`src/common/mpil_pkg.sv`:
```
// package for the machine panel interlock logic: register map, fields, timing
package mpil_pkg;
  // avalon word addresses (byte address / 4)
  localparam logic [3:0] MPIL_ADDR_CTRL = 4'h0;
  localparam logic [3:0] MPIL_ADDR_ESTOP_MASK = 4'h1;
  localparam logic [3:0] MPIL_ADDR_RESET_CFG = 4'h2;
  localparam logic [3:0] MPIL_ADDR_OT_CFG = 4'h3;
  localparam logic [3:0] MPIL_ADDR_TAP_TMO = 4'h4;
  localparam logic [3:0] MPIL_ADDR_POS_TMO = 4'h5;
  localparam logic [3:0] MPIL_ADDR_STATUS = 4'h6;
  localparam logic [3:0] MPIL_ADDR_IRQ_STAT = 4'h7;
  localparam logic [3:0] MPIL_ADDR_IRQ_MASK = 4'h8;
  // field positions
  localparam int MPIL_ESTOP_IGNORE_BIT = 3;
  localparam int MPIL_RESET_KEY_ENABLE = 0;
  localparam int MPIL_OT_POLARITY = 0;
  localparam int MPIL_OT_CHECK_ENABLE = 6;
  // reset values
  localparam logic [7:0] MPIL_ESTOP_MASK_RST = 8'h00;
  localparam logic [7:0] MPIL_RESET_CFG_RST = 8'h01;
  localparam logic [7:0] MPIL_OT_CFG_RST = 8'h41;
  // timeouts in ms at 25 MHz
  localparam int MPIL_CLK_HZ = 25000000;
  localparam int MPIL_TMO_MS_RST = 1000;
  localparam int MPIL_CYC_PER_MS = MPIL_CLK_HZ / 1000;
  localparam logic [15:0] MPIL_TMO_RST = 16'(MPIL_TMO_MS_RST);
  // irq event bits
  localparam int MPIL_EV_ESTOP = 0;
  localparam int MPIL_EV_OT = 1;
  localparam int MPIL_EV_TAP_TMO = 2;
  localparam int MPIL_EV_POS_TMO = 3;
  localparam int MPIL_EV_TAP_DONE = 4;
  localparam int MPIL_EV_POS_DONE = 5;
  localparam int MPIL_NEV = 6;
  typedef enum logic [2:0] {
    MPIL_TAP_IDLE = 3'b001,
    MPIL_TAP_WAIT = 3'b010,
    MPIL_TAP_DONE = 3'b100
  } mpil_tap_e;
  typedef enum logic [2:0] {
    MPIL_POS_IDLE = 3'b001,
    MPIL_POS_WAIT = 3'b010,
    MPIL_POS_DONE = 3'b100
  } mpil_pos_e;
endpackage

```
`src/rtl/mpil_top.sv`:
```
// machine panel interlock logic: stops, overtravel, lamp, tapping and exact stop handshakes
`timescale 1ns/1ns
module mpil_top
  import mpil_pkg::*;
#(
  parameter int CYC_PER_MS = MPIL_CYC_PER_MS
) (
  // clock and reset
  input wire logic CLK_IN,
  input wire logic SYS_RST_IN,
  // avalon-mm slave
  input wire logic [3:0] AVS_ADDRESS_IN,
  input wire logic AVS_READ_IN,
  input wire logic AVS_WRITE_IN,
  input wire logic [31:0] AVS_WRITEDATA_IN,
  output logic [31:0] AVS_READDATA_OUT,
  output logic AVS_WAITREQUEST_OUT,
  output logic IRQ_OUT,
  // mode and panel keys
  input wire logic MODE_AUTO_IN,
  input wire logic MODE_MDI_IN,
  input wire logic MODE_DNC_IN,
  input wire logic MODE_MANUAL_IN,
  input wire logic MODE_HANDWHEEL_IN,
  input wire logic OPT_STOP_KEY_IN,
  input wire logic CYCLE_START_KEY_IN,
  input wire logic RESET_KEY_IN,
  input wire logic PROGRAM_RUNNING_IN,
  input wire logic OPTIONAL_STOP_CODE_IN,
  input wire logic RIGID_TAPPING_CODE_IN,
  input wire logic EXACT_STOP_CODE_IN,
  input wire logic SPINDLE_CW_CMD_IN,
  input wire logic SPINDLE_CCW_CMD_IN,
  input wire logic SYSTEM_ALARM_IN,
  // machine side inputs
  input wire logic EMERGENCY_STOP_IN,
  input wire logic X_NEG_LIMIT_IN,
  input wire logic X_POS_LIMIT_IN,
  input wire logic Y_NEG_LIMIT_IN,
  input wire logic Y_POS_LIMIT_IN,
  input wire logic Z_NEG_LIMIT_IN,
  input wire logic Z_POS_LIMIT_IN,
  input wire logic SPINDLE_POSITION_STATE_IN,
  input wire logic POSITIONING_DONE_IN,
  input wire logic HANDWHEEL_SEL_X_IN,
  input wire logic HANDWHEEL_SEL_Y_IN,
  input wire logic HANDWHEEL_SEL_Z_IN,
  input wire logic HANDWHEEL_STEP_X1_IN,
  input wire logic HANDWHEEL_STEP_X10_IN,
  input wire logic HANDWHEEL_STEP_X100_IN,
  // outputs to panel, drive and core
  output logic OPT_STOP_LAMP_OUT,
  output logic PROGRAM_HALT_OUT,
  output logic SYSTEM_RESET_OUT,
  output logic CURSOR_RETURN_OUT,
  output logic EMERGENCY_ALARM_OUT,
  output logic OVERTRAVEL_ALARM_OUT,
  output logic DRIVE_ENABLE_OUT,
  output logic LAMP_YELLOW_OUT,
  output logic LAMP_GREEN_OUT,
  output logic LAMP_RED_OUT,
  output logic SPEED_POSITION_SWITCH_OUT,
  output logic RIGID_TAPPING_OUT,
  output logic TAPPING_DONE_FLAG_OUT,
  output logic TAPPING_TIMEOUT_ALARM_OUT,
  output logic POSITIONING_START_OUT,
  output logic POSITIONING_TIMEOUT_ALARM_OUT,
  output logic SPINDLE_CW_OUT,
  output logic SPINDLE_CCW_OUT,
  output logic [2:0] HANDWHEEL_AXIS_OUT,
  output logic [6:0] HANDWHEEL_STEP_OUT
);

  typedef struct packed {
    logic [7:0] estop_mask;
    logic [7:0] reset_cfg;
    logic [7:0] ot_cfg;
    logic [15:0] tap_tmo;
    logic [15:0] pos_tmo;
    logic [MPIL_NEV-1:0] irq_stat;
    logic [MPIL_NEV-1:0] irq_mask;
    logic [31:0] rdata;
    logic ack;
    logic opt_stop;
    logic halt;
    logic ot_alarm;
    logic estop_alarm;
    logic sys_reset;
    logic cursor_ret;
    logic tap_tmo_alarm;
    logic pos_tmo_alarm;
    mpil_tap_e tap_st;
    mpil_pos_e pos_st;
    logic [31:0] tap_cnt;
    logic [31:0] pos_cnt;
    logic spin_cw;
    logic spin_ccw;
    logic [2:0] hw_axis;
    logic [6:0] hw_step;
    logic opt_key_prev;
    logic reset_key_prev;
  } mpil_state_s;

  mpil_state_s s_q;
  mpil_state_s s_d;

  logic prog_mode;
  logic [5:0] limits;
  logic [5:0] lim_active;
  logic lim_any;
  logic estop_open;
  logic reset_press;
  logic [MPIL_NEV-1:0] events;
  logic [31:0] tap_limit;
  logic [31:0] pos_limit;
  logic rd_stat;

  assign prog_mode = MODE_AUTO_IN | MODE_MDI_IN | MODE_DNC_IN;
  assign limits = {Z_POS_LIMIT_IN, Z_NEG_LIMIT_IN, Y_POS_LIMIT_IN, Y_NEG_LIMIT_IN, X_POS_LIMIT_IN, X_NEG_LIMIT_IN};
  // polarity 1: alarm on open (low) input, 0: alarm on +24v (high)
  assign lim_active = s_q.ot_cfg[MPIL_OT_POLARITY] ? ~limits : limits;
  assign lim_any = s_q.ot_cfg[MPIL_OT_CHECK_ENABLE] & (|lim_active);
  assign estop_open = ~EMERGENCY_STOP_IN & ~s_q.estop_mask[MPIL_ESTOP_IGNORE_BIT];
  assign reset_press = RESET_KEY_IN & ~s_q.reset_key_prev & s_q.reset_cfg[MPIL_RESET_KEY_ENABLE];
  assign tap_limit = s_q.tap_tmo * 32'(CYC_PER_MS);
  assign pos_limit = s_q.pos_tmo * 32'(CYC_PER_MS);
  assign rd_stat = AVS_READ_IN & ~s_q.ack & (AVS_ADDRESS_IN == MPIL_ADDR_IRQ_STAT);

  always_comb begin
    s_d = s_q;
    events = '0;
    s_d.opt_key_prev = OPT_STOP_KEY_IN;
    s_d.reset_key_prev = RESET_KEY_IN;
    s_d.sys_reset = 1'b0;
    s_d.cursor_ret = 1'b0;
    // optional stop toggled by key, only in program modes
    if (OPT_STOP_KEY_IN && !s_q.opt_key_prev && prog_mode) begin
      s_d.opt_stop = ~s_q.opt_stop;
    end
    if (s_q.opt_stop && OPTIONAL_STOP_CODE_IN) begin
      s_d.halt = 1'b1;
    end
    if (s_q.halt && CYCLE_START_KEY_IN) begin
      s_d.halt = 1'b0;
    end
    // emergency
    if (estop_open) begin
      s_d.estop_alarm = 1'b1;
      events[MPIL_EV_ESTOP] = ~s_q.estop_alarm;
    end
    if (lim_any) begin
      s_d.ot_alarm = 1'b1;
      events[MPIL_EV_OT] = ~s_q.ot_alarm;
    end
    if (reset_press) begin
      // overtravel and estop alarms clear only once the cause is gone
      if (!lim_any) begin
        s_d.ot_alarm = 1'b0;
      end
      if (!estop_open) begin
        s_d.estop_alarm = 1'b0;
      end
      s_d.tap_tmo_alarm = 1'b0;
      s_d.pos_tmo_alarm = 1'b0;
      s_d.halt = 1'b0;
      if (MODE_AUTO_IN) begin
        s_d.sys_reset = 1'b1;
        s_d.cursor_ret = 1'b1;
      end
    end
    // rigid tapping handshake
    case (s_q.tap_st)
      MPIL_TAP_IDLE: begin
        s_d.tap_cnt = '0;
        if (RIGID_TAPPING_CODE_IN) begin
          s_d.tap_st = MPIL_TAP_WAIT;
        end
      end
      MPIL_TAP_WAIT: begin
        s_d.tap_cnt = s_q.tap_cnt + 32'h1;
        if (SPINDLE_POSITION_STATE_IN) begin
          s_d.tap_st = MPIL_TAP_DONE;
          events[MPIL_EV_TAP_DONE] = 1'b1;
        end else if (s_q.tap_cnt >= tap_limit) begin
          s_d.tap_tmo_alarm = 1'b1;
          events[MPIL_EV_TAP_TMO] = 1'b1;
          s_d.tap_st = MPIL_TAP_IDLE;
        end
      end
      MPIL_TAP_DONE: begin
        if (!RIGID_TAPPING_CODE_IN) begin
          s_d.tap_st = MPIL_TAP_IDLE;
        end
      end
      default: s_d.tap_st = MPIL_TAP_IDLE;
    endcase
    // exact stop handshake, speed mode means no tapping switch active
    case (s_q.pos_st)
      MPIL_POS_IDLE: begin
        s_d.pos_cnt = '0;
        if (EXACT_STOP_CODE_IN && s_q.tap_st == MPIL_TAP_IDLE) begin
          s_d.pos_st = MPIL_POS_WAIT;
          s_d.spin_cw = 1'b0;
          s_d.spin_ccw = 1'b0;
        end
      end
      MPIL_POS_WAIT: begin
        s_d.pos_cnt = s_q.pos_cnt + 32'h1;
        if (POSITIONING_DONE_IN) begin
          s_d.pos_st = MPIL_POS_DONE;
          events[MPIL_EV_POS_DONE] = 1'b1;
        end else if (s_q.pos_cnt >= pos_limit) begin
          s_d.pos_tmo_alarm = 1'b1;
          events[MPIL_EV_POS_TMO] = 1'b1;
          s_d.pos_st = MPIL_POS_IDLE;
        end
      end
      MPIL_POS_DONE: ;
      default: s_d.pos_st = MPIL_POS_IDLE;
    endcase
    // rotation command cancels exact stop only once the exact stop code is dropped
    if (s_q.pos_st == MPIL_POS_IDLE || !EXACT_STOP_CODE_IN) begin
      if (SPINDLE_CW_CMD_IN || SPINDLE_CCW_CMD_IN) begin
        s_d.pos_st = MPIL_POS_IDLE;
        s_d.spin_cw = SPINDLE_CW_CMD_IN;
        s_d.spin_ccw = SPINDLE_CCW_CMD_IN & ~SPINDLE_CW_CMD_IN;
      end
    end
    if (s_q.tap_st != MPIL_TAP_IDLE) begin
      s_d.spin_cw = 1'b0;
      s_d.spin_ccw = 1'b0;
    end
    // handwheel selects; one hot axis, step decoded to 1/10/100
    s_d.hw_axis = {HANDWHEEL_SEL_Z_IN, HANDWHEEL_SEL_Y_IN, HANDWHEEL_SEL_X_IN};
    if (HANDWHEEL_STEP_X100_IN) begin
      s_d.hw_step = 7'd100;
    end else if (HANDWHEEL_STEP_X10_IN) begin
      s_d.hw_step = 7'd10;
    end else if (HANDWHEEL_STEP_X1_IN) begin
      s_d.hw_step = 7'd1;
    end else begin
      s_d.hw_step = 7'd0;
    end
    // bus slave, one wait cycle per access
    s_d.ack = (AVS_READ_IN | AVS_WRITE_IN) & ~s_q.ack;
    if (AVS_WRITE_IN && !s_q.ack) begin
      case (AVS_ADDRESS_IN)
        MPIL_ADDR_ESTOP_MASK: s_d.estop_mask = AVS_WRITEDATA_IN[7:0];
        MPIL_ADDR_RESET_CFG: s_d.reset_cfg = AVS_WRITEDATA_IN[7:0];
        MPIL_ADDR_OT_CFG: s_d.ot_cfg = AVS_WRITEDATA_IN[7:0];
        MPIL_ADDR_TAP_TMO: s_d.tap_tmo = AVS_WRITEDATA_IN[15:0];
        MPIL_ADDR_POS_TMO: s_d.pos_tmo = AVS_WRITEDATA_IN[15:0];
        MPIL_ADDR_IRQ_MASK: s_d.irq_mask = AVS_WRITEDATA_IN[MPIL_NEV-1:0];
        default: ;
      endcase
    end
    if (AVS_READ_IN && !s_q.ack) begin
      case (AVS_ADDRESS_IN)
        MPIL_ADDR_CTRL: s_d.rdata = {29'h0, s_q.halt, s_q.opt_stop, DRIVE_ENABLE_OUT};
        MPIL_ADDR_ESTOP_MASK: s_d.rdata = {24'h0, s_q.estop_mask};
        MPIL_ADDR_RESET_CFG: s_d.rdata = {24'h0, s_q.reset_cfg};
        MPIL_ADDR_OT_CFG: s_d.rdata = {24'h0, s_q.ot_cfg};
        MPIL_ADDR_TAP_TMO: s_d.rdata = {16'h0, s_q.tap_tmo};
        MPIL_ADDR_POS_TMO: s_d.rdata = {16'h0, s_q.pos_tmo};
        MPIL_ADDR_STATUS: s_d.rdata = {24'h0, s_q.tap_st == MPIL_TAP_DONE, s_q.pos_st == MPIL_POS_DONE,
          s_q.pos_tmo_alarm, s_q.tap_tmo_alarm, s_q.ot_alarm, s_q.estop_alarm, 2'h0};
        MPIL_ADDR_IRQ_STAT: s_d.rdata = {26'h0, s_q.irq_stat};
        MPIL_ADDR_IRQ_MASK: s_d.rdata = {26'h0, s_q.irq_mask};
        default: s_d.rdata = 32'h0;
      endcase
    end
    // read clears; a same-cycle event still sets
    s_d.irq_stat = (rd_stat ? '0 : s_q.irq_stat) | events;
  end

  always_ff @(posedge CLK_IN) begin
    if (SYS_RST_IN) begin
      s_q <= '0;
      s_q.estop_mask <= MPIL_ESTOP_MASK_RST;
      s_q.reset_cfg <= MPIL_RESET_CFG_RST;
      s_q.ot_cfg <= MPIL_OT_CFG_RST;
      s_q.tap_tmo <= MPIL_TMO_RST;
      s_q.pos_tmo <= MPIL_TMO_RST;
      s_q.tap_st <= MPIL_TAP_IDLE;
      s_q.pos_st <= MPIL_POS_IDLE;
    end else begin
      s_q <= s_d;
    end
  end

  assign AVS_READDATA_OUT = s_q.rdata;
  assign AVS_WAITREQUEST_OUT = (AVS_READ_IN | AVS_WRITE_IN) & ~s_q.ack;
  assign IRQ_OUT = |(s_q.irq_stat & s_q.irq_mask);
  assign OPT_STOP_LAMP_OUT = s_q.opt_stop;
  assign PROGRAM_HALT_OUT = s_q.halt;
  assign SYSTEM_RESET_OUT = s_q.sys_reset;
  assign CURSOR_RETURN_OUT = s_q.cursor_ret;
  assign EMERGENCY_ALARM_OUT = s_q.estop_alarm;
  assign OVERTRAVEL_ALARM_OUT = s_q.ot_alarm;
  assign DRIVE_ENABLE_OUT = ~s_q.estop_alarm;
  // red wins over green so an estop, overtravel or timeout alarm is never hidden
  assign LAMP_RED_OUT = s_q.estop_alarm | s_q.ot_alarm | s_q.tap_tmo_alarm | s_q.pos_tmo_alarm;
  assign LAMP_GREEN_OUT = ~LAMP_RED_OUT & PROGRAM_RUNNING_IN & MODE_AUTO_IN & ~SYSTEM_ALARM_IN;
  assign LAMP_YELLOW_OUT = ~LAMP_RED_OUT & ~LAMP_GREEN_OUT & ~SYSTEM_ALARM_IN;
  assign SPEED_POSITION_SWITCH_OUT = s_q.tap_st != MPIL_TAP_IDLE;
  assign RIGID_TAPPING_OUT = s_q.tap_st == MPIL_TAP_DONE;
  assign TAPPING_DONE_FLAG_OUT = s_q.tap_st == MPIL_TAP_DONE;
  assign TAPPING_TIMEOUT_ALARM_OUT = s_q.tap_tmo_alarm;
  assign POSITIONING_START_OUT = s_q.pos_st == MPIL_POS_WAIT;
  assign POSITIONING_TIMEOUT_ALARM_OUT = s_q.pos_tmo_alarm;
  assign SPINDLE_CW_OUT = s_q.spin_cw;
  assign SPINDLE_CCW_OUT = s_q.spin_ccw;
  assign HANDWHEEL_AXIS_OUT = s_q.hw_axis;
  assign HANDWHEEL_STEP_OUT = s_q.hw_step;

  AST_DRIVE_OFF: assert property (@(posedge CLK_IN) disable iff (SYS_RST_IN)
    estop_open |=> !DRIVE_ENABLE_OUT) else $error("drive enable not dropped");
  AST_ESTOP_MASKED: assert property (@(posedge CLK_IN) disable iff (SYS_RST_IN)
    (!EMERGENCY_STOP_IN && s_q.estop_mask[MPIL_ESTOP_IGNORE_BIT] && !s_q.estop_alarm) |=> !s_q.estop_alarm)
    else $error("masked estop raised alarm");
  AST_OT_DISABLED: assert property (@(posedge CLK_IN) disable iff (SYS_RST_IN)
    (!s_q.ot_cfg[MPIL_OT_CHECK_ENABLE] && !s_q.ot_alarm) |=> !s_q.ot_alarm) else $error("ot when disabled");
  AST_OT_SENSE: assert property (@(posedge CLK_IN) disable iff (SYS_RST_IN)
    (s_q.ot_cfg[MPIL_OT_CHECK_ENABLE] && (|(limits ^ {6{s_q.ot_cfg[MPIL_OT_POLARITY]}}))) |=> s_q.ot_alarm)
    else $error("ot not raised");
  AST_OT_HOLD: assert property (@(posedge CLK_IN) disable iff (SYS_RST_IN)
    (s_q.ot_alarm && !reset_press) |=> s_q.ot_alarm) else $error("ot dropped without reset");
  AST_TAP_SAME: assert property (@(posedge CLK_IN) disable iff (SYS_RST_IN)
    (s_q.tap_st == MPIL_TAP_WAIT && SPINDLE_POSITION_STATE_IN) |=> (RIGID_TAPPING_OUT && TAPPING_DONE_FLAG_OUT))
    else $error("tap output and flag not together");
  AST_TAP_START: assert property (@(posedge CLK_IN) disable iff (SYS_RST_IN)
    (s_q.tap_st == MPIL_TAP_IDLE && RIGID_TAPPING_CODE_IN) |=> SPEED_POSITION_SWITCH_OUT)
    else $error("switch not asserted");
  AST_TAP_TMO: assert property (@(posedge CLK_IN) disable iff (SYS_RST_IN)
    $rose(TAPPING_TIMEOUT_ALARM_OUT) |-> $past(s_q.tap_cnt) >= $past(tap_limit)) else $error("early tap timeout");
  AST_POS_TMO: assert property (@(posedge CLK_IN) disable iff (SYS_RST_IN)
    $rose(POSITIONING_TIMEOUT_ALARM_OUT) |-> $past(POSITIONING_START_OUT)) else $error("pos timeout w/o start");
  AST_EXCL: assert property (@(posedge CLK_IN) disable iff (SYS_RST_IN)
    POSITIONING_START_OUT |-> !(SPINDLE_CW_OUT || SPINDLE_CCW_OUT)) else $error("rotation during exact stop");
  AST_RESET_GATE: assert property (@(posedge CLK_IN) disable iff (SYS_RST_IN)
    (!s_q.reset_cfg[MPIL_RESET_KEY_ENABLE]) |=> !SYSTEM_RESET_OUT) else $error("reset while disabled");
  AST_LAMP: assert property (@(posedge CLK_IN) disable iff (SYS_RST_IN)
    OVERTRAVEL_ALARM_OUT |-> (LAMP_RED_OUT && !LAMP_GREEN_OUT && !LAMP_YELLOW_OUT)) else $error("lamp not red");
  AST_HALT_SET: assert property (@(posedge CLK_IN) disable iff (SYS_RST_IN)
    (s_q.opt_stop && OPTIONAL_STOP_CODE_IN && !CYCLE_START_KEY_IN && !reset_press) |=> PROGRAM_HALT_OUT)
    else $error("optional stop did not halt");
  AST_CURSOR: assert property (@(posedge CLK_IN) disable iff (SYS_RST_IN)
    (reset_press && MODE_AUTO_IN) |=> (SYSTEM_RESET_OUT && CURSOR_RETURN_OUT)) else $error("no reset pulse");
  AST_SPEED_ONLY: assert property (@(posedge CLK_IN) disable iff (SYS_RST_IN)
    $rose(POSITIONING_START_OUT) |-> ($past(s_q.tap_st) == MPIL_TAP_IDLE)) else $error("exact stop in position mode");
  COV_TAP: cover property (@(posedge CLK_IN) disable iff (SYS_RST_IN) $rose(TAPPING_DONE_FLAG_OUT));
  COV_POS: cover property (@(posedge CLK_IN) disable iff (SYS_RST_IN) $rose(POSITIONING_TIMEOUT_ALARM_OUT));
  COV_OT: cover property (@(posedge CLK_IN) disable iff (SYS_RST_IN) $fell(OVERTRAVEL_ALARM_OUT));
  COV_HALT: cover property (@(posedge CLK_IN) disable iff (SYS_RST_IN) $fell(PROGRAM_HALT_OUT));
  COV_ESTOP: cover property (@(posedge CLK_IN) disable iff (SYS_RST_IN) $rose(EMERGENCY_ALARM_OUT));

endmodule // mpil_top

```
`config.mk`:
```
export PLATFORM = sky130hd
export DESIGN_NAME = mpil_top
export DESIGN_NICKNAME = d
export VERILOG_FILES = /design/src/common/mpil_pkg.sv /design/src/rtl/mpil_top.sv
export SDC_FILE = /design/constraint.sdc
export NUM_CORES = 1
export LEC_CHECK = 0
export BUFFER_PORTS_ARGS = -buffer_cell sky130_fd_sc_hd__buf_4
export CORE_AREA = 5 5 164 166
export DETAILED_ROUTE_END_ITERATION = 7
export DIE_AREA = 0 0 169 171
export PLACE_DENSITY = 0.94
export SETUP_SLACK_MARGIN = 0.5
export SLEW_MARGIN = 15
export SYNTH_ARGS = -nofsm -noshare
export SYNTH_HDL_FRONTEND = slang
export SYNTH_SLANG_ARGS = --single-unit
```
`constraint.sdc`:
```
create_clock -name CLK_IN -period 9.38 [get_ports CLK_IN]
set_input_delay 1.407 -clock CLK_IN [delete_from_list [all_inputs] [get_ports CLK_IN]]
set_output_delay 1.407 -clock CLK_IN [all_outputs]
set_load 0.01 [all_outputs]
```
# ---- Yosys cells after proc, flatten, opt, wreduce, memory -nomap -nowiden
# Index checks and enable logic that the tools add are counted.
# W data, S select, Z words.
dict set report word_totals {
  ff_bits 193
  latch_bits 0
  ramBits 0
  romBits 0
  inputBits 70
  output_inout_bits 62
  wordCells 163
  memories 0
}
dict set report op_classes {
  addsub 2
  multipliers 2
  div_mod_pow 0
  magnitude_cmp 2
  n_eq_ne 18
  shift 0
  muxes 47
  bitwise_logic 34
  reduce_logical 29
}
# op count
set op_table {}
lappend op_table {{$pmux W16 S9} 1}
lappend op_table {{$pmux W32 S2} 2}
lappend op_table {{$add A32 B1 Y32 const B} 2}
lappend op_table {{$ge A32 B31 Y1} 2}
lappend op_table {{$mul A16 B12 Y28 const B} 2}
lappend op_table {{$mux W3} 9}
lappend op_table {{$mux W1} 23}
lappend op_table {{$mux W6} 3}
lappend op_table {{$pmux W3 S3} 2}
lappend op_table {{$eq A4 B3 Y1 const B} 4}
lappend op_table {{$and A1 B1 Y1} 13}
lappend op_table {{$not A1 Y1} 12}
lappend op_table {{$reduce_and A2 Y1} 6}
lappend op_table {{$reduce_or A6 Y1} 2}
lappend op_table {{$mux W2} 5}
lappend op_table {{$eq A4 B2 Y1 const B} 2}
lappend op_table {{$logic_and A1 B1 Y1} 7}
lappend op_table {{$mux W7} 1}
lappend op_table {{$and A6 B6 Y6} 1}
lappend op_table {{$eq A3 B1 Y1 const B} 2}
lappend op_table {{$eq A3 B2 Y1 const B} 2}
lappend op_table {{$eq A3 B3 Y1 const B} 2}
lappend op_table {{$not A6 Y6} 1}
lappend op_table {{$or A1 B1 Y1} 6}
lappend op_table {{14 further kinds} 22}

# ---- Depth between registers and ports, before layout
# Gate-level depths: netlist of run 1.
dict set report logic_depth {
  depth_word 10
  depth_mapped 26
}

# ---- Least setup slack after synthesis of run 1
# No wires, ideal clock.
dict set report synth_path {
  path_kind {reg-to-reg}
  start {register s_q[140] in the netlist's numbering}
  end {register s_q, in the netlist POSITIONING_TIMEOUT_ALARM_OUT}
  arrival_time_ps 5710
  required_time_ps 9310
  path_slack_ps 3600
  path_stages_with_launch 26
  n_path_buf 0
  synth_period_minus_slack_ps 5780
  path_cell_list {dfxtp_1 > ha_1 > xor2_1 > xnor2_1 > ha_1 > a31o_2 > fa_1 > inv_1 > fa_1 > inv_1 > ha_1 > a21o_1 > a21o_1 > a21oi_1 > inv_1 > o31a_1 > a41oi_1 > xor2_1 > ha_1 > nand3_1 > nor2_1 > nand2_1 > or4_1 > or3_1 > o21a_1 > a21oi_1}
}
dict set report synth_between {
  elab_chain_len 5
}
# element line
set synth_lines {}
lappend synth_lines {{from (decl)} mpil_top.sv:104} ;# mpil_state_s s_q;
lappend synth_lines {{$mul A16 B12 Y28} mpil_top.sv:126} ;# assign pos_limit = s_q.pos_tmo * 32'(CYC_PER_MS);
lappend synth_lines {{$ge A32 B31 Y1} mpil_top.sv:212} ;# end else if (s_q.pos_cnt >= pos_limit) begin
lappend synth_lines {{$mux W1} mpil_top.sv:212}
lappend synth_lines {{$mux W1} mpil_top.sv:209} ;# if (POSITIONING_DONE_IN) begin
lappend synth_lines {{$mux W1} mpil_top.sv:198} ;# case (s_q.pos_st)
# Every way passes these cells.
# A chain may end at the register's enable or synchronous reset.

# ---- Worst setup path in the final report of run 1
dict set report layout_path {
  start {register s_q[141] in the netlist's numbering}
  end {register s_q, in the netlist POSITIONING_TIMEOUT_ALARM_OUT}
}
# The elaborated chain is that of the path after synthesis.

==> impl_results.md, run 1 <==
* Core Rows at ~60
* Post-synth top cells: ha_1 (270), inv_1 (216), nand2_1 (173)
* Avg Vias per Cell at 6.37
* Combinational family with the most area after synthesis: adder cells
* Max Fclk at 0.145 GHz
* Post-CTS sizing at 0
* Final setup margin at between 2000 and 2500 ps
* Worst r2r src: s_q[141]
* Avg Cell Area, Syn at around 8.4 um2
* Sequential Power Share at 0.341
* Switch share at 0.375
* Share of cells above drive strength 1 at 0.0918
* Min-Delay Path Depth at 2
* FFs w/ async S/R, synth at 0
* CP max-delay cell: o31ai_1
* Skew final at around 15 ps
* Top-area cell type share of the netlist area at 0.213
* Die Y-Extent at roughly 170 um
* Largest stage delay, worst path at around 700 ps
* Simple-Gate Fraction of Synth Area at 0.177
* Root buf cell: clkbuf_16
* Pwr dens at 127 nW/um2
* Residual DRC at 7
* Int Power at 1.38 mW
* Ant. Diodes at 0
* Initial Utilization at 0.634
* Worst Reg-to-Reg Cells at 24
* Worst Setup Path Type: reg2reg
* EDFF count, synth at 0
* Logic pwr share at 0.311
* DRT iter0 DRCs at 1910
* Bufs and invs on worst path at 2
* Lkg Pwr at 8.39 nW
* Final #Nets at roughly 2400
* Crit path top cell by count: ha_1
* CP Depth at 24
* Final wirelength at around 44000 um
* Max IR drop VDD at between 0.1 and 0.15 mV
* H-tree depth at 4
* Failing checks: design-rule violations
* Wire per inst at between 15 and 20 um
* Run status: finished, violations left
* Cell family with most CP delay: adder cells
* Post-synthesis mux area share at 0.0360
* Met2 Routed Length at 22100 um
* ANT nets after route at 0
* Sw power at ~0.83 mW
* Crit start category: register
* Post-DP Area at 16800 um2
* Filler cells at between 1500 and 2000
* Met3 wire length at between 3000 and 4000 um
* Clk pwr share at 0.349
* Post-DP HPWL at roughly 32000 um
* Synth-to-layout area growth at 7.93%
* Ports at 132
* Post-Synth XOR/XNOR Area at 0.0277
* Final estimated routing congestion in global placement at about 0.96
* Clock sinks at 172
* Required time worst endpoint at between 9000 and 10000 ps
* Sum Neg Setup Slack at 0 ps
* CTS tree: yes
* Die area at slightly below 30000 um2
* Tmin final at a little under 7000 ps
* Initial antenna violation count at 0
* Worst Hold Class: reg2reg
* Compound-Gate Fraction of Synth Area at 0.151
* Most instantiated library cell after synthesis: ha_1
* Worst setup startpoint: s_q[141]
* Worst hold slack at around 470 ps
* Gr ovfl total at 0
* Final setup viols at 0
* Synthesis-stage register bit count at between 150 and 200
* Final hold viol count at 0
* Vias in the first global route at 14800
* Register-to-register setup slack at approximately 2500 ps
* Worst Setup EP: POSITIONING_TIMEOUT_ALARM_OUT
* Synth area leader: dfxtp_1
* Drt pass-1 iters at 8
* Post-CTS Setup Bufs at 0
* Top Layer Used: met4
* Synthesized instance count at 1912
* Core area at ~25000 um2
* Yosys cell types at 75
* Clk buf depth at 2
* Slew headroom at 0.193
* Clk slew on worst S/H paths at around 90 ps
* Critical-path maximum fanout at 7
* Adder-Cell Fraction of Synth Area at 0.308
* CTS Buf Count at 17
* Worst-path cell chain: ha_1 > xor2_1 > xnor2_1 > ha_1 > a31o_2 > fa_1 > inv_1 > fa_1 > inv_1 > ha_1 > a21oi_1 > o21ai_0 > o22ai_1 > o31ai_1 > and4b_1 > nor3_1 > ha_1 > nand3_1 > nor2_1 > nand2_1 > or4_1 > or3_1 > o21a_1 > a21oi_1
* Area of the multi-input gates at ~11000 um2
* GRT Total Usage at 0.301
* Part of the Yosys area used for sequential elements at 0.213
* WP data arrival at 7260 ps
* Actual slew at the worst max-slew pin at roughly 1200 ps
* Max-slew violation count at 0
* Post-Syn Area at ~16000 um2
* Storage cell area at between 3000 and 4000 um2
* Worst reg2reg endpoint: POSITIONING_TIMEOUT_ALARM_OUT
* RSZ-0062 raised after global routing: false
* Setup crit end kind: register
* Warning count from the yosys run at 0
* Die width at approximately 170 um
* Final period utilization at 0.735
* Routed vias at around 15000
* Largest net degree at the start of global routing at roughly 110
* Port Buffers at between 90 and 100
* Top cells by area, synth: dfxtp_1 (21%), ha_1 (21%), fa_1 (9.9%), inv_1 (5.0%), a21oi_1 (4.4%)
* Hold buffer count at CTS at 0
* Metal1 wirelength at between 15000 and 20000 um
* Design area at about 17000 um2
* First-pass GRT wire length at 71400 um
* Clock Latency Late Sink at around 460 ps
* Synth Flop Type: dfxtp_1
* Maxcap violations at 0
* Dpl ws at 2720 ps
cell families after synthesis:
logic type | count (synthesis)
simple gates | 578
flops | 172
other cells | 1
mux | 53
xor+xnor | 51
compound gates | 380
fa+ha+maj | 350
buf+inv | 327
how the worst min path moves through the flow:
stage / slack [ps] / endpoint / from
final: 470 / AVS_READDATA_OUT[5] / AVS_READDATA_OUT[5]
after global routing: 510 / AVS_READDATA_OUT[1] / AVS_READDATA_OUT[1]
after CTS: 480 / AVS_READDATA_OUT[5] / AVS_READDATA_OUT[5]
after detailed placement: 460 / AVS_READDATA_OUT[1] / AVS_READDATA_OUT[1]
after global placement: 440 / AVS_READDATA_OUT[3] / AVS_READDATA_OUT[3]
after floorplan: 430 / AVS_READDATA_OUT[3] / AVS_READDATA_OUT[3]
worst min-delay path, stage by stage (launching register included):
cell and delay (ps):
dfxtp_1 320, nand2_1 50, a21oi_1 60
registers in the layout (all words and copies together) (netlist names):
register                       cells
HANDWHEEL_AXIS_OUT                 3
SPINDLE_CW_OUT                     1
OPT_STOP_LAMP_OUT                  1
SYSTEM_RESET_OUT                   1
HANDWHEEL_STEP_OUT                 3
EMERGENCY_ALARM_OUT                1
POSITIONING_TIMEOUT_ALARM_OUT      1
PROGRAM_HALT_OUT                   1
TAPPING_TIMEOUT_ALARM_OUT          1
s_q                              141
OVERTRAVEL_ALARM_OUT               1
SPINDLE_CCW_OUT                    1
AVS_READDATA_OUT                  16
through the flow:
stage                     cells   util  power, mW
after floorplan            1928      -       1.25
after global placement     2253  0.659       1.37
after detailed placement   2253  0.659       1.41
after CTS                  2285  0.684       2.19
after global routing       2285  0.684       2.30
final                      2285  0.684       2.21
power by group through the flow:
stage               Clock (mW)  Sequential [mW]  Combinational, mW
floorplan                    0            0.765              0.485
global placement             0            0.768              0.606
detailed placement           0            0.769              0.637
CTS                      0.765            0.752              0.670
global route             0.796            0.754              0.752
finish                   0.771            0.753              0.687
layout by cell type (no fill, tap or decap), types with 5 or more instances in the layout:
master | Yosys | routed
a221oi_1 | 7 | 7
and2_1 | 5 | 5
a311oi_1 | 7 | 7
a22oi_1 | 21 | 21
o21a_1 | 12 | 12
buf_4 | 44 | 99
nor2_1 | 136 | 136
nand3b_1 | 23 | 23
or2_2 | 11 | 11
a31o_2 | 6 | 6
o31a_1 | 5 | 5
nor4_1 | 8 | 8
nor2b_1 | 18 | 18
mux2i_1 | 30 | 30
dfxtp_1 | 172 | 172
conb_1 | 1 | 17
nand2_1 | 173 | 173
nor3b_1 | 14 | 14
fa_1 | 80 | 80
nand3_1 | 65 | 65
xnor2_1 | 33 | 33
o21ai_0 | 46 | 46
a21o_1 | 34 | 34
clkbuf_16 | 0 | 17
mux2_2 | 20 | 20
nand2b_1 | 16 | 16
ha_1 | 270 | 270
o211ai_1 | 29 | 29
nor3_1 | 25 | 24
and4_1 | 6 | 6
clkinv_8 | 0 | 5
inv_1 | 216 | 216
and3_1 | 21 | 21
a211oi_1 | 11 | 11
a21oi_1 | 142 | 142
nand4_1 | 18 | 18
a31oi_1 | 15 | 15
or3_1 | 17 | 17
o21bai_1 | 6 | 6
xor2_1 | 18 | 18
area by class of cell:
type | count | area share
timing repair buffer | 99 | 0.0426
tap | 335 | 0.0240
inverter | 218 | 0.0470
clock inverter | 15 | 0.0117
sequential | 172 | 0.198
clock buffer | 17 | 0.0244
multi-input combinational | 1429 | 0.653
metal layers:
metal / track usage / up-vias
met4: 0.172 / 0
met2: 0.537 / 778
met3: 0.0698 / 268
met5: 0 / -
met1: 0.330 / 6866
li1: - / 6654
Power figures use the tool's default switching activity.
==> run 2: changes to the inputs <==
- CORE_AREA: 5 5 164 166 -> 5 5 176 178
- DIE_AREA: 0 0 169 171 -> 0 0 181 183
- PLACE_DENSITY: 0.94 -> 0.87
- clock period: 9.38 -> 5.85 ns (I/O delays scaled with it)
==> impl_results.md, run 2 (synthesis results as in run 1) <==
* Logic pwr share at 0.381
* Biggest register: s_q
* Final estimated routing congestion in global placement at 0.894
* RSZ-0062 raised after global routing: true
* Commonest non-fill, non-tap cell in the layout: ha_1
* Sequential Power Share at 0.312
* Drt pass-1 iters at 8
* Tmin final at just over 6000 ps
* First-pass GRT wire length at slightly below 80000 um
* Lkg Pwr at between 8 and 9 nW
* Ports at 132
* Core area at roughly 29000 um2
* Max IR drop VDD at between 0.15 and 0.2 mV
* Port Buffers at between 90 and 100
* Post-route total power at a little under 4 mW
* Die area at ~33000 um2
* Crit start category: register
* Failing checks: design-rule violations, negative setup slack
* Clock Latency Late Sink at ~450 ps
* Share of cells above drive strength 1 at 0.223
* Final core utilization at 0.665
* Final wirelength at between 50000 and 60000 um
* Run status: finished, violations left
* H-tree depth at 4
* GRT Total Usage at 0.283
* Actual slew at the worst max-slew pin at ~1300 ps
* Die width at 181 um
* Clk buf depth at 2
* Clk slew on worst S/H paths at roughly 80 ps
* Area of the multi-input gates at between 10000 and 15000 um2
* Max reg flops at between 100 and 150
* Worst Hold Class: reg2reg
* Clock sinks at 172
* Final setup margin at -237 ps
* Maxcap violations at 0
* CTS Buf Count at 17
* Post-DP HPWL at approximately 33000 um
* Design area at approximately 19000 um2
* Final period utilization at 1.04
* Post-DP Area at between 15000 and 20000 um2
* Wire per inst at 21.1 um
* Routed vias at approximately 15000
* Required time worst endpoint at between 6000 and 7000 ps
* Vias in the first global route at roughly 15000
* Sw power at about 1.4 mW
* Final #Nets at 2444
* Hold buffer count at CTS at 0
* Final hold viol count at 0
* Pwr dens at 197 nW/um2
* Initial antenna violation count at 1
* Max Fclk at around 0.16 GHz
* Worst hold slack at between 400 and 500 ps
* Filler cells at approximately 1900
* Most frequent cells in the layout: ha_1 (201), inv_1 (197), buf_4 (181)
* Worst Setup Path Type: reg2reg
* Synth-to-layout area growth at 20.5%
* Root buf cell: clkbuf_16
* Setup crit end kind: register
* Final setup viols at 4
* Core Rows at 63
* Critical-path maximum fanout at 4
* DRT iter0 DRCs at 2216
* Switch share at 0.368
* Max-slew violation count at 0
* Clk pwr share at 0.306
* Slew headroom at 0.159
* WP data arrival at about 6500 ps
* Residual DRC at 38
* ANT nets after route at 0
* Initial Utilization at 0.552
* Die Y-Extent at 183 um
* Skew final at about 13 ps
* Avg Vias per Cell at 6.35
* Largest net degree at the start of global routing at 93
* Storage cell area at 3540 um2
* CTS tree: yes
* Int Power at roughly 2.4 mW
* Gr ovfl total at 0
-- run 2: cell count changes in the layout (fill, tap and decap cells not counted), moves of 8 or more --
cell,previous run,this run
o21ai_0,46,38
a21oi_2,0,16
ha_4,0,61
dfxtp_1,172,145
a21oi_1,142,125
inv_1,216,197
buf_4,99,181
dfxtp_4,0,24
inv_2,0,18
ha_2,0,8
ha_1,270,201
-- run 2: final cells by class --
| cell class | count | share of cell area |
|---|---|---|
| Clock inverter | 14 | 0.00765 |
| Multi-Input combinational cell | 1429 | 0.648 |
| Timing Repair Buffer | 186 | 0.0727 |
| Antenna cell | 1 | 0.000129 |
| Sequential cell | 172 | 0.182 |
| Tap cell | 390 | 0.0251 |
| Clock buffer | 18 | 0.0221 |
| Inverter | 218 | 0.0423 |
-- run 2: what timing repair did --
action / CTS / global route
pin swaps: 93 / 56
gates cloned: 0 / 0
setup buffers: 31 / 9
gates resized for setup: 93 / 58
setup endpoints to repair: 8 / 8
-- run 2: power by group through the flow --
stage | Combinational [mW] | Sequential [mW] | Clock [mW]
after detailed placement | 1.17 | 1.23 | 0
after global placement | 1.12 | 1.23 | 0
after CTS | 1.30 | 1.20 | 1.17
final | 1.47 | 1.20 | 1.18
after global routing | 1.57 | 1.20 | 1.22
after floorplan | 0.865 | 1.22 | 0
-- run 2: metal layers --
layer / vias up / GRT usage / share of wire
met5: - / 0 / 0
met4: 0 / 0.143 / 0.062
met3: 269 / 0.0561 / 0.096
met2: 989 / 0.476 / 0.46
met1: 7319 / 0.348 / 0.38
li1: 6834 / - / -
-- run 2: path summary, 6_finish.rpt --
path / from / slack [ps] / depth (start not counted) / end
worst max-delay path: s_q[146] / -240 / 25 / s_q[134]
worst max register to register: s_q[146] / -240 / 25 / s_q[134]
worst min register to register: AVS_READDATA_OUT[5] / 470 / 2 / AVS_READDATA_OUT[5]
worst min-delay path: AVS_READDATA_OUT[5] / 470 / 2 / AVS_READDATA_OUT[5]
-- run 2: per-stage QoR --
step | setup slack (ps) | setup TNS [ps] | std cells
6_report | -237 | -670 | 2428
5_1_grt | -337 | -1250 | 2428
4_1_cts | 35.6 | 0 | 2418
3_5_place_dp | -317 | -881 | 2355
3_3_place_gp | -150 | -369 | 2355
2_1_floorplan | 470 | 0 | 1928
-- run 2: worst max-delay path, stage by stage, from the launching register on --
cell and delay [ps]:
dfxtp_4 380, ha_4 290, ha_4 140, inv_1 70, fa_2 560, inv_1 70
fa_1 520, inv_2 60, fa_1 540, inv_1 70, ha_4 160, a21o_1 180
a21o_1 200, a21oi_2 180, inv_1 80, o31a_1 350, a2111o_1 390, nand2b_1 120
ha_4 150, nand4b_1 130, nor2_1 130, nand2_1 90, or4_4 510, or3_1 320
o21a_1 200, a21oi_1 140
